File: src/hw/ipc_pkg.sv
// Shared constants, types and decode helpers of the idle and power-down controller.
package ipc_pkg;
   // Bus shape.
   localparam int APB_ADDR_W = 12;
   localparam int APB_DATA_W = 32;
   // Register indices; the byte address is four times the index.
   localparam logic [7:0] IPC_CTRL_INDEX = 8'h87;
   localparam logic [7:0] IPC_STAT_INDEX = 8'h88;
   localparam logic [11:0] IPC_CTRL_ADDR = {2'b00, IPC_CTRL_INDEX, 2'b00};
   localparam logic [11:0] IPC_STAT_ADDR = {2'b00, IPC_STAT_INDEX, 2'b00};
   // Control register fields.
   localparam int IDLE_BIT = 0;
   localparam int PDOWN_BIT = 1;
   localparam int GF0_BIT = 2;
   localparam int GF1_BIT = 3;
   localparam int BAUD_BIT = 7;
   localparam logic [7:0] IPC_CTRL_RESET = 8'h00;
   localparam logic [7:0] IPC_CTRL_WMASK = 8'h8f;
   // Status register fields.
   localparam int STAT_MODE_LSB = 0;
   localparam int STAT_RESET_BIT = 2;
   localparam int STAT_SETTLED_BIT = 3;
   // Timing.
   localparam int CLOCK_HZ = 50_000_000;
   localparam int CLOCK_PERIOD_NS = 20;
   localparam int OSC_PERIOD_NS = 20;
   localparam int RESET_HOLD_OSC_PERIODS = 24;
   localparam int RESET_HOLD_CYCLES =
      (RESET_HOLD_OSC_PERIODS * OSC_PERIOD_NS + CLOCK_PERIOD_NS - 1) / CLOCK_PERIOD_NS;
   localparam int OSC_SETTLE_MS = 10;
   localparam int OSC_SETTLE_CYCLES = OSC_SETTLE_MS * (CLOCK_HZ / 1000);
   // Operating modes, Gray coded along run, idle, power down, wake.
   typedef enum logic [1:0] {
      IPC_RUN = 2'b00,
      IPC_IDLE = 2'b01,
      IPC_PDOWN = 2'b11,
      IPC_WAKE = 2'b10
   } ipc_mode_type;

   function automatic logic ipc_addr_hit(input logic [11:0] addr, input logic [11:0] target);
      return addr[11:2] == target[11:2];
   endfunction : ipc_addr_hit
endpackage : ipc_pkg

File: src/hw/ipc_ctl_if.sv
// Carrier between the controller and its reset filter and oscillator timer.
`timescale 1ns/1ps
interface ipc_ctl_if;
   logic pin_reset_sync;
   logic reset_seen;
   logic settle_start;
   logic settle_done;
   modport filt(output pin_reset_sync, output reset_seen);
   modport timer(input settle_start, output settle_done);
   modport top(input pin_reset_sync, input reset_seen, input settle_done, output settle_start);
endinterface : ipc_ctl_if

File: src/hw/ipc_rst_filter.sv
// Synchroniser and minimum-length filter for the external reset pin.
`timescale 1ns/1ps
module ipc_rst_filter #(
   parameter int HOLD_CYCLES = ipc_pkg::RESET_HOLD_CYCLES
) (
   // Clock and reset.
   input wire logic clock_in,
   input wire logic rstn_in,
   // Pin and carrier.
   input wire logic rst_pin_in,
   ipc_ctl_if.filt ctl
);
   import ipc_pkg::*;
   localparam int CW = $clog2(HOLD_CYCLES + 1);
   localparam logic [CW-1:0] HOLD_MAX = CW'(HOLD_CYCLES);
   logic pin_meta;
   logic pin_sync;
   logic [CW-1:0] hold_cnt;
   // Short pulses are ignored for reset_seen, where only an unbroken run counts; pin_reset_sync passes them on unfiltered.
   wire logic [CW-1:0] next_hold_cnt = !pin_sync ? '0 :
      ((hold_cnt == HOLD_MAX) ? hold_cnt : hold_cnt + 1'b1);

   always_ff @(posedge clock_in or negedge rstn_in) begin
      if (!rstn_in) begin
         pin_meta <= 1'b0;
         pin_sync <= 1'b0;
      end else begin
         pin_meta <= rst_pin_in;
         pin_sync <= pin_meta;
      end
   end

   always_ff @(posedge clock_in or negedge rstn_in) begin
      if (!rstn_in) begin
         hold_cnt <= '0;
      end else begin
         hold_cnt <= next_hold_cnt;
      end
   end

   assign ctl.pin_reset_sync = pin_sync;
   assign ctl.reset_seen = (hold_cnt == HOLD_MAX);
endmodule : ipc_rst_filter

File: src/hw/ipc_osc_timer.sv
// Oscillator restart timer used when power down is left by reset.
`timescale 1ns/1ps
module ipc_osc_timer #(
   parameter int SETTLE_CYCLES = ipc_pkg::OSC_SETTLE_CYCLES
) (
   // Clock and reset.
   input wire logic clock_in,
   input wire logic rstn_in,
   // Carrier.
   ipc_ctl_if.timer ctl
);
   import ipc_pkg::*;
   localparam int CW = $clog2(SETTLE_CYCLES + 1);
   localparam logic [CW-1:0] SETTLE_MAX = CW'(SETTLE_CYCLES);
   logic [CW-1:0] settle_cnt;
   wire logic [CW-1:0] next_settle_cnt = ctl.settle_start ? SETTLE_MAX :
      ((settle_cnt == '0) ? settle_cnt : settle_cnt - 1'b1);

   always_ff @(posedge clock_in or negedge rstn_in) begin
      if (!rstn_in) begin
         settle_cnt <= '0;
      end else begin
         settle_cnt <= next_settle_cnt;
      end
   end

   assign ctl.settle_done = (settle_cnt == '0);
endmodule : ipc_osc_timer

File: src/hw/ipc_top.sv
// Idle and power-down controller with its APB register file.
`timescale 1ns/1ps
module ipc_top #(
   parameter int HOLD_CYCLES = ipc_pkg::RESET_HOLD_CYCLES,
   parameter int SETTLE_CYCLES = ipc_pkg::OSC_SETTLE_CYCLES
) (
   // Clock and reset.
   input wire logic clock_in,
   input wire logic rstn_in,
   // APB slave.
   input wire logic psel_in,
   input wire logic penable_in,
   input wire logic pwrite_in,
   input wire logic [ipc_pkg::APB_ADDR_W-1:0] paddr_in,
   input wire logic [ipc_pkg::APB_DATA_W-1:0] pwdata_in,
   output logic [ipc_pkg::APB_DATA_W-1:0] prdata_out,
   output logic pready_out,
   output logic pslverr_out,
   // Reset pin and interrupt logic.
   input wire logic rst_pin_in,
   input wire logic irq_pending_in,
   // Strobes from the CPU core.
   input wire logic core_ale_in,
   input wire logic core_program_store_strobe_in,
   // Clock enables and reset towards the core.
   output logic cpu_clk_en_out,
   output logic periph_clk_en_out,
   output logic osc_run_out,
   output logic core_rst_out,
   output logic irq_wake_out,
   // Pin control.
   output logic port_latch_out,
   output logic port_reg_drive_out,
   output logic ale_out,
   output logic program_store_strobe_out,
   output logic baud_doubler_out
);
   import ipc_pkg::*;

   ipc_ctl_if ctl();
   ipc_mode_type mode;
   ipc_mode_type next_mode;
   logic [7:0] power_mode_control;
   logic [7:0] next_power_mode_control;
   logic [APB_DATA_W-1:0] next_prdata;
   logic irq_wake;

   ipc_rst_filter #(.HOLD_CYCLES(HOLD_CYCLES)) u_filter (
      .clock_in(clock_in),
      .rstn_in(rstn_in),
      .rst_pin_in(rst_pin_in),
      .ctl(ctl.filt)
   );

   ipc_osc_timer #(.SETTLE_CYCLES(SETTLE_CYCLES)) u_timer (
      .clock_in(clock_in),
      .rstn_in(rstn_in),
      .ctl(ctl.timer)
   );

   // Bus decode.
   wire logic apb_setup = psel_in && !penable_in;
   wire logic apb_access = psel_in && penable_in;
   wire logic hit_ctrl = ipc_addr_hit(paddr_in, IPC_CTRL_ADDR);
   wire logic hit_stat = ipc_addr_hit(paddr_in, IPC_STAT_ADDR);
   wire logic hit_any = hit_ctrl || hit_stat;
   // The CPU is the only writer, so writes outside run mode are dropped.
   wire logic ctrl_write = apb_access && pwrite_in && hit_ctrl && (mode == IPC_RUN);
   wire logic wr_idle = pwdata_in[IDLE_BIT];
   wire logic wr_pdown = pwdata_in[PDOWN_BIT];
   wire logic sfr_reset = ctl.reset_seen || (mode == IPC_WAKE);
   wire logic idle_irq = (mode == IPC_IDLE) && irq_pending_in && !ctl.reset_seen;
   wire logic [7:0] ctrl_read = power_mode_control & IPC_CTRL_WMASK;
   wire logic [7:0] stat_read = {4'h0, ctl.settle_done, ctl.reset_seen, mode};

   assign pready_out = 1'b1;
   assign pslverr_out = apb_access && !hit_any;

   // Read data is captured in the setup cycle, so it stands for the access phase.
   assign next_prdata = !apb_setup ? prdata_out :
      (hit_ctrl ? {24'h000000, ctrl_read} :
      (hit_stat ? {24'h000000, stat_read} : 32'h00000000));

   always_comb begin
      next_power_mode_control = power_mode_control;
      if (sfr_reset) begin
         next_power_mode_control = IPC_CTRL_RESET;
      end else if (ctrl_write) begin
         next_power_mode_control = pwdata_in[7:0] & IPC_CTRL_WMASK;
      end else if (idle_irq) begin
         next_power_mode_control[IDLE_BIT] = 1'b0;
      end
   end

   always_comb begin
      next_mode = mode;
      case (mode)
         IPC_RUN: begin
            if (ctrl_write && wr_pdown) begin
               next_mode = IPC_PDOWN;
            end else if (ctrl_write && wr_idle) begin
               next_mode = IPC_IDLE;
            end
         end
         IPC_IDLE: begin
            if (ctl.reset_seen || irq_pending_in) begin
               next_mode = IPC_RUN;
            end
         end
         IPC_PDOWN: begin
            if (ctl.pin_reset_sync) begin
               next_mode = IPC_WAKE;
            end
         end
         IPC_WAKE: begin
            // Waiting for the pin too keeps the core reset free of gaps on a long hold.
            if (ctl.settle_done && !ctl.pin_reset_sync) begin
               next_mode = IPC_RUN;
            end
         end
         default: begin
            next_mode = IPC_RUN;
         end
      endcase
   end

   assign ctl.settle_start = (mode == IPC_PDOWN) && (next_mode == IPC_WAKE);

   always_ff @(posedge clock_in or negedge rstn_in) begin
      if (!rstn_in) begin
         mode <= IPC_RUN;
         power_mode_control <= IPC_CTRL_RESET;
      end else begin
         mode <= next_mode;
         power_mode_control <= next_power_mode_control;
      end
   end

   always_ff @(posedge clock_in or negedge rstn_in) begin
      if (!rstn_in) begin
         prdata_out <= 32'h00000000;
         irq_wake <= 1'b0;
      end else begin
         prdata_out <= next_prdata;
         irq_wake <= idle_irq;
      end
   end

   // Stopping the enable freezes every CPU register, PC and stack pointer included.
   assign cpu_clk_en_out = (mode == IPC_RUN);
   assign periph_clk_en_out = (mode == IPC_RUN) || (mode == IPC_IDLE);
   assign osc_run_out = (mode != IPC_PDOWN);
   assign core_rst_out = sfr_reset;
   // The core resumes at the step after the idle entry once the handler returns.
   assign irq_wake_out = irq_wake;
   assign port_latch_out = (mode == IPC_IDLE);
   assign port_reg_drive_out = (mode == IPC_PDOWN);
   assign ale_out = (mode == IPC_IDLE) ? 1'b1 :
      ((mode == IPC_PDOWN) ? 1'b0 : core_ale_in);
   assign program_store_strobe_out = (mode == IPC_IDLE) ? 1'b1 :
      ((mode == IPC_PDOWN) ? 1'b0 : core_program_store_strobe_in);
   assign baud_doubler_out = power_mode_control[BAUD_BIT];
endmodule : ipc_top

File: config.mk
export PLATFORM = sky130hd
export DESIGN_NAME = ipc_top
export DESIGN_NICKNAME = d
export VERILOG_FILES = /design/src/hw/ipc_pkg.sv /design/src/hw/ipc_ctl_if.sv /design/src/hw/ipc_rst_filter.sv /design/src/hw/ipc_osc_timer.sv /design/src/hw/ipc_top.sv
export SDC_FILE = /design/constraint.sdc
export NUM_CORES = 1
export LEC_CHECK = 0
export BUFFER_PORTS_ARGS = -buffer_cell sky130_fd_sc_hd__buf_2
export CAP_MARGIN = 10
export CORE_UTILIZATION = 46
export CTS_CLUSTER_DIAMETER = 120
export DETAILED_ROUTE_END_ITERATION = 8
export PLACE_DENSITY = 0.76
export RECOVER_POWER = 50
export SKIP_LAST_GASP = 1
export SYNTH_ARGS = -nofsm -noshare
export SYNTH_HDL_FRONTEND = slang
export SYNTH_SLANG_ARGS = --single-unit
File: constraint.sdc
create_clock -name clock_in -period 4.4 [get_ports clock_in]
set_input_delay 0.88 -clock clock_in [delete_from_list [all_inputs] [get_ports clock_in]]
set_output_delay 0.88 -clock clock_in [all_outputs]
set_load 0.005 [all_outputs]
Word level (Yosys, flattened, before mapping)
Cells that the tools add are included.
{"block": "classes", "addsub": 2, "eq_ne": 10, "mux": 20, "n_reduce_logical": 24}
{"operator": "19-bit 2-to-1 mux", "n": 2}
{"operator": "10-bit by 8-bit == test with 1-bit output (second input constant)", "n": 2}
{"operator": "19-bit logical NOT", "n": 1}
{"operator": "19-bit by 1-bit subtractor with 19-bit output (second input constant)", "n": 1}
{"operator": "8-bit 2-to-1 mux", "n": 2}
{"operator": "1-bit logical AND", "n": 12}
{"operator": "2-bit 2-to-1 mux", "n": 5}
{"operator": "5-bit 2-to-1 mux", "n": 2}
{"operator": "2-bit one-hot mux with 4 select lines", "n": 1}
{"operator": "7-bit 2-to-1 mux", "n": 1}
{"operator": "2-bit == test (second input constant)", "n": 3}
{"operator": "1-bit 2-to-1 mux", "n": 6}
{"operator": "5-bit by 1-bit adder with 5-bit output (second input constant)", "n": 1}
{"operator": "5-bit == test (second input constant)", "n": 1}
{"operator": "1-bit logical NOT", "n": 4}
{"operator": "1-bit logical OR", "n": 4}
{"operator": "4-bit 2-to-1 mux", "n": 1}
{"operator": "2-bit inequality test (second input constant)", "n": 2}
{"operator": "3-bit nonzero test", "n": 1}
{"operator": "2-bit by 1-bit == test with 1-bit output (second input constant)", "n": 1}
{"operator": "2-bit logical NOT", "n": 1}
{"operator": "2-bit by 1-bit inequality test with 1-bit output (second input constant)", "n": 1}
{"operator": "2-bit nonzero test", "n": 1}
{"block": "totals", "reg_bits": 69, "inputBits": 53, "out_inout_bits": 44, "wordCells": 65}

Longest topological paths before layout
{"block": "logic_depth", "ltp_word": 11, "mapped_depth": 8, "mapped_depth_nobuf": 6}

Cells and area by module
Synthesis repeated with hierarchy kept, for this count alone.
{"block": "hier_totals", "cells_unflattened": 255, "area_unflattened_um2": 2449.8}
{"module": "ipc_osc_timer", "instances": 1, "cells_per_inst": 122, "area_each_um2": 1147.4, "seq_area_each_um2": 475.5}
{"module": "ipc_top", "instances": 1, "cells_per_inst": 104, "area_each_um2": 964.7, "seq_area_each_um2": 325.3}
{"module": "ipc_rst_filter", "instances": 1, "cells_per_inst": 29, "area_each_um2": 337.8, "seq_area_each_um2": 175.2}

Worst setup path before layout
OpenSTA, ideal clock, no wires.
{"block": "synth_timing", "path_kind": "input to output", "startpoint": "input port paddr_in[7] in the netlist's numbering", "endpoint": "output port pslverr_out", "t_arrival_ps": 1743, "t_required_ps": 3520, "slack_ps": 1777, "stages": 4, "path_buffers": 1, "path_cell_list": "nor4b_1 and3_1 buf_2 nor3_1"}
{"block": "synth_via", "elab_chain_cells": 4, "elab_cells_between_ends": 5, "cone_classes": "2 x eq/ne; 3 x reduce/logical"}
{"item": "start, declared", "line": "ipc_top.sv:14", "rtl": "input wire logic [ipc_pkg::APB_ADDR_W-1:0] paddr_in,"}
{"item": "10-bit by 8-bit == test with 1-bit output", "line": "ipc_pkg.sv:41", "rtl": "return addr[11:2] == target[11:2];"}
{"item": "1-bit logical OR *", "line": "ipc_top.sv:66", "rtl": "wire logic hit_any = hit_ctrl || hit_stat;"}
{"item": "1-bit logical NOT *", "line": "ipc_top.sv:77", "rtl": "assign pslverr_out = apb_access && !hit_any;"}
{"item": "1-bit logical AND *", "line": "ipc_top.sv:77"}
{"item": "end, declared", "line": "ipc_top.sv:18", "rtl": "output logic pslverr_out,"}
Every way passes the cells marked *; elsewhere a longest branch is shown, timed or not.

Final worst setup path
Ends and elaborated chain as after synthesis.

==> flow_metrics.env <==
export IMPL_regArea_sq_um=975.9
export IMPL_synth_top_cell_area_share=0.4014
export IMPL_worstMarginPinSlew_ns=2.107
export IMPL_drive_gt1_frac=0.2068
export IMPL_initial_core_util=0.4760
export IMPL_synth_area_per_cell_sq_um=9.350
export IMPL_clkSinkCount=39
export IMPL_finalCritPeriodShare=0.6945
export IMPL_gp_congestion=0.7810
export IMPL_ys_seq_area_frac=0.4014
export IMPL_fin_nets=351
export IMPL_core_rowCount=26
export IMPL_route_layer_met1_wl_um=2177
export IMPL_htree_levels=2
export IMPL_worstPathArrival_ns=2.18
export IMPL_port_buffers=39
export IMPL_grt_pass1_vias=1711
export IMPL_relSlewSlack=-0.4049
export IMPL_fin_tns_setup_ns=0
export IMPL_drc=0
export IMPL_yosys_mux_area_fraction=0.04529
export IMPL_synthFlopType="dfrtp_1"
export IMPL_area_growth_pct=9.007
export IMPL_yosys_area_share_simple=0.2347
export IMPL_status="complete, but fails checks"
export IMPL_holdWs_ns=0.3521
export IMPL_synth_top_family_by_area="simple AND/OR/NAND/NOR gates"
export IMPL_min_period_ns=3.056
export IMPL_cts_resized=0
export IMPL_p_leak_nw=1.367
export IMPL_highest_layer="met4"
export IMPL_drv_cap=1
export IMPL_fillers=479
export IMPL_ant_nets=0
export IMPL_min_path_type="register to register"
export IMPL_hold_viol=0
export IMPL_max_clock_path_buffers=2
export IMPL_wl_um=4683
export IMPL_hold_buffers=0
export IMPL_dieArea_sq_mm=0.005579
export IMPL_drt_iter0_drc=174
export IMPL_yosysWarnings=0
export IMPL_vias=1936
export IMPL_crit_type="input pin to output port"
export IMPL_async_flop_share=1.000
export IMPL_synthCells=260
export IMPL_postCtsSetupRepairBufs=0
export IMPL_wl_met2_um=2248
export IMPL_clk_latency_ns=0.29
export IMPL_synth_fa_ha_area_frac=0.02059
export IMPL_grt_max_degree=40
export IMPL_io_pins=97
export IMPL_skew_ns=0.007626
export IMPL_grt_overflow_total=0
export IMPL_die_w_um=74.70
export IMPL_wire_per_inst_um=12.83
export IMPL_cts_clk_slew_worst_paths_ns=0.08
export IMPL_synth_cell_types=53
export IMPL_ir_drop_mv=0.1496
export IMPL_clock_fmax_ghz=0.3273
export IMPL_vias_per_cell=5.304
export IMPL_cts_tree="done"
export IMPL_multi_input_area_sq_mm=0.001235
export IMPL_yosys_area_top_type="dfrtp_1"
export IMPL_mostFrequentLayoutCell="dfrtp_1"
export IMPL_grt_pass1_wl_um=7638
export IMPL_worst_setup_path_end_kind="output port"
export IMPL_synthXorXnorAreaFrac=0.01081
export IMPL_cp_data_required_time_ns=3.52
export IMPL_synth_seq_cells=39
export IMPL_die_y_um=74.70
export IMPL_cts_made_buffers=5
export IMPL_place_hpwl_um=3299
export IMPL_cts_root_buffer="clkbuf_8"
export IMPL_grt_setup_unrepaired="false"
export IMPL_crit_fanout=12
export IMPL_syn_area_sq_mm=0.002431
export IMPL_synth_compound_area_frac=0.1534
export IMPL_synth_area_top_cells="dfrtp_1, buf_4, mux2i_1, nand2_1, nand3_1"
export IMPL_grt_use_total=0.1773
export IMPL_violations="max-capacitance violations, max-slew violations"
export IMPL_start_kind="input pin"
export IMPL_drv_slew=40
export IMPL_powerDensity_mw_per_mm2=271.1
export IMPL_setup_viol_count_final=0
export IMPL_num_antenna_cells=0
export IMPL_synth_edf_count=0
export IMPL_layout_cells_most_common_list="dfrtp_1, buf_2, conb_1"
export IMPL_antenna_found_initial=0
export IMPL_met3WireLength_um=251
export IMPL_core_sq_mm=0.005107
export IMPL_firstDrtPassIters=4
worst max-delay path: stages:
cell and delay (ns):
buf_2 0.10, nor4b_1 0.44, and3_1 0.51, nor3_1 0.11
buf_2 0.14
where the power goes:
| group | switching (mW) | internal [mW] | total (mW) |
|---|---|---|---|
| clock | 0.132 | 0.169 | 0.301 |
| combinational | 0.0274 | 0.0185 | 0.0459 |
| sequential | 0.00598 | 0.366 | 0.372 |
final cells by class:
class,instances,area share
clock buffer,5,0.02597
clock inverter,3,0.01653
inverter,12,0.01700
multi-input combinational,197,0.4660
sequential,39,0.3683
tap,70,0.03305
timing repair buffer,39,0.07318
cells by family (layout without fill, tap and decap cells):
family	count (synthesis)	in the layout
simple gates	96	96
flops	39	39
other cells	2	28
compound gates	55	55
fa+ha+maj	4	4
xor+xnor	3	3
mux	11	11
buf+inv	50	59
metrics by stage:
step	utilization	setup slack, ns	instances	total power [mW]	area (sq um)
floorplan	-	1.777	286	0.4164	2529
global placement	0.4971	1.395	357	0.4238	2539
detailed placement	0.4971	1.361	357	0.4252	2539
CTS	0.5191	1.359	365	0.7274	2651
global route	0.5189	1.168	365	0.7521	2650
finish	0.5189	1.344	365	0.7184	2650
sequential cells by signal, summed over array words and instances, names as in the netlist:
name                         count
mode                             2
prdata_out                       5
u_filter.hold_cnt                5
u_timer.settle_cnt              19
u_filter.pin_meta                1
u_filter.ctl.pin_reset_sync      1
irq_wake_out                     1
power_mode_control               5
synthesized netlist by cell type, types with 2 or more instances:
cell type / n
a2111oi_0: 2
a211o_1: 2
a211oi_1: 4
a21boi_1: 2
a21o_1: 2
a21oi_1: 14
a22oi_1: 3
and2_1: 2
and3_1: 6
and4b_1: 2
buf_2: 2
buf_4: 28
buf_6: 3
clkbuf_1: 4
conb_1: 2
dfrtp_1: 39
ha_1: 4
inv_1: 12
mux2i_1: 11
nand2_1: 24
nand3_1: 15
nand4_1: 4
nor2_1: 14
nor2b_1: 3
nor3_1: 2
nor4_1: 2
nor4_4: 2
nor4b_1: 5
o211ai_1: 2
o21ai_0: 11
o21ai_1: 2
o31ai_1: 2
or2_2: 6
or4_1: 2
xnor2_1: 2
path summary, 6_finish.rpt:
| kind | startpoint | end | slack (ns) | cells after the start |
|---|---|---|---|---|
| min | u_filter.pin_meta$_DFF_PN0_ | u_filter.ctl.pin_reset_sync$_DFF_PN0_ | 0.35 | 0 |
| min reg2reg | u_filter.pin_meta$_DFF_PN0_ | u_filter.ctl.pin_reset_sync$_DFF_PN0_ | 0.35 | 0 |
| max in group asynchronous | rstn_in | u_filter.hold_cnt[0]$_DFFE_PN0P_ | 2.01 | 1 |
| max reg2reg | u_timer.settle_cnt[4]$_DFFE_PN0P_ | u_timer.settle_cnt[3]$_DFFE_PN0P_ | 2.32 | 4 |
| max | paddr_in[7] | pslverr_out | 1.34 | 5 |
| min in group asynchronous | rstn_in | u_timer.settle_cnt[9]$_DFFE_PN0P_ | 1.19 | 1 |
metal layers:
metal  up-vias  track usage
met5         -            0
met4         0      0.06080
met3         2      0.03213
met2        72       0.2923
met1       924       0.2361
li1        938            -
Note: power is estimated with default switching activity, not from simulation.
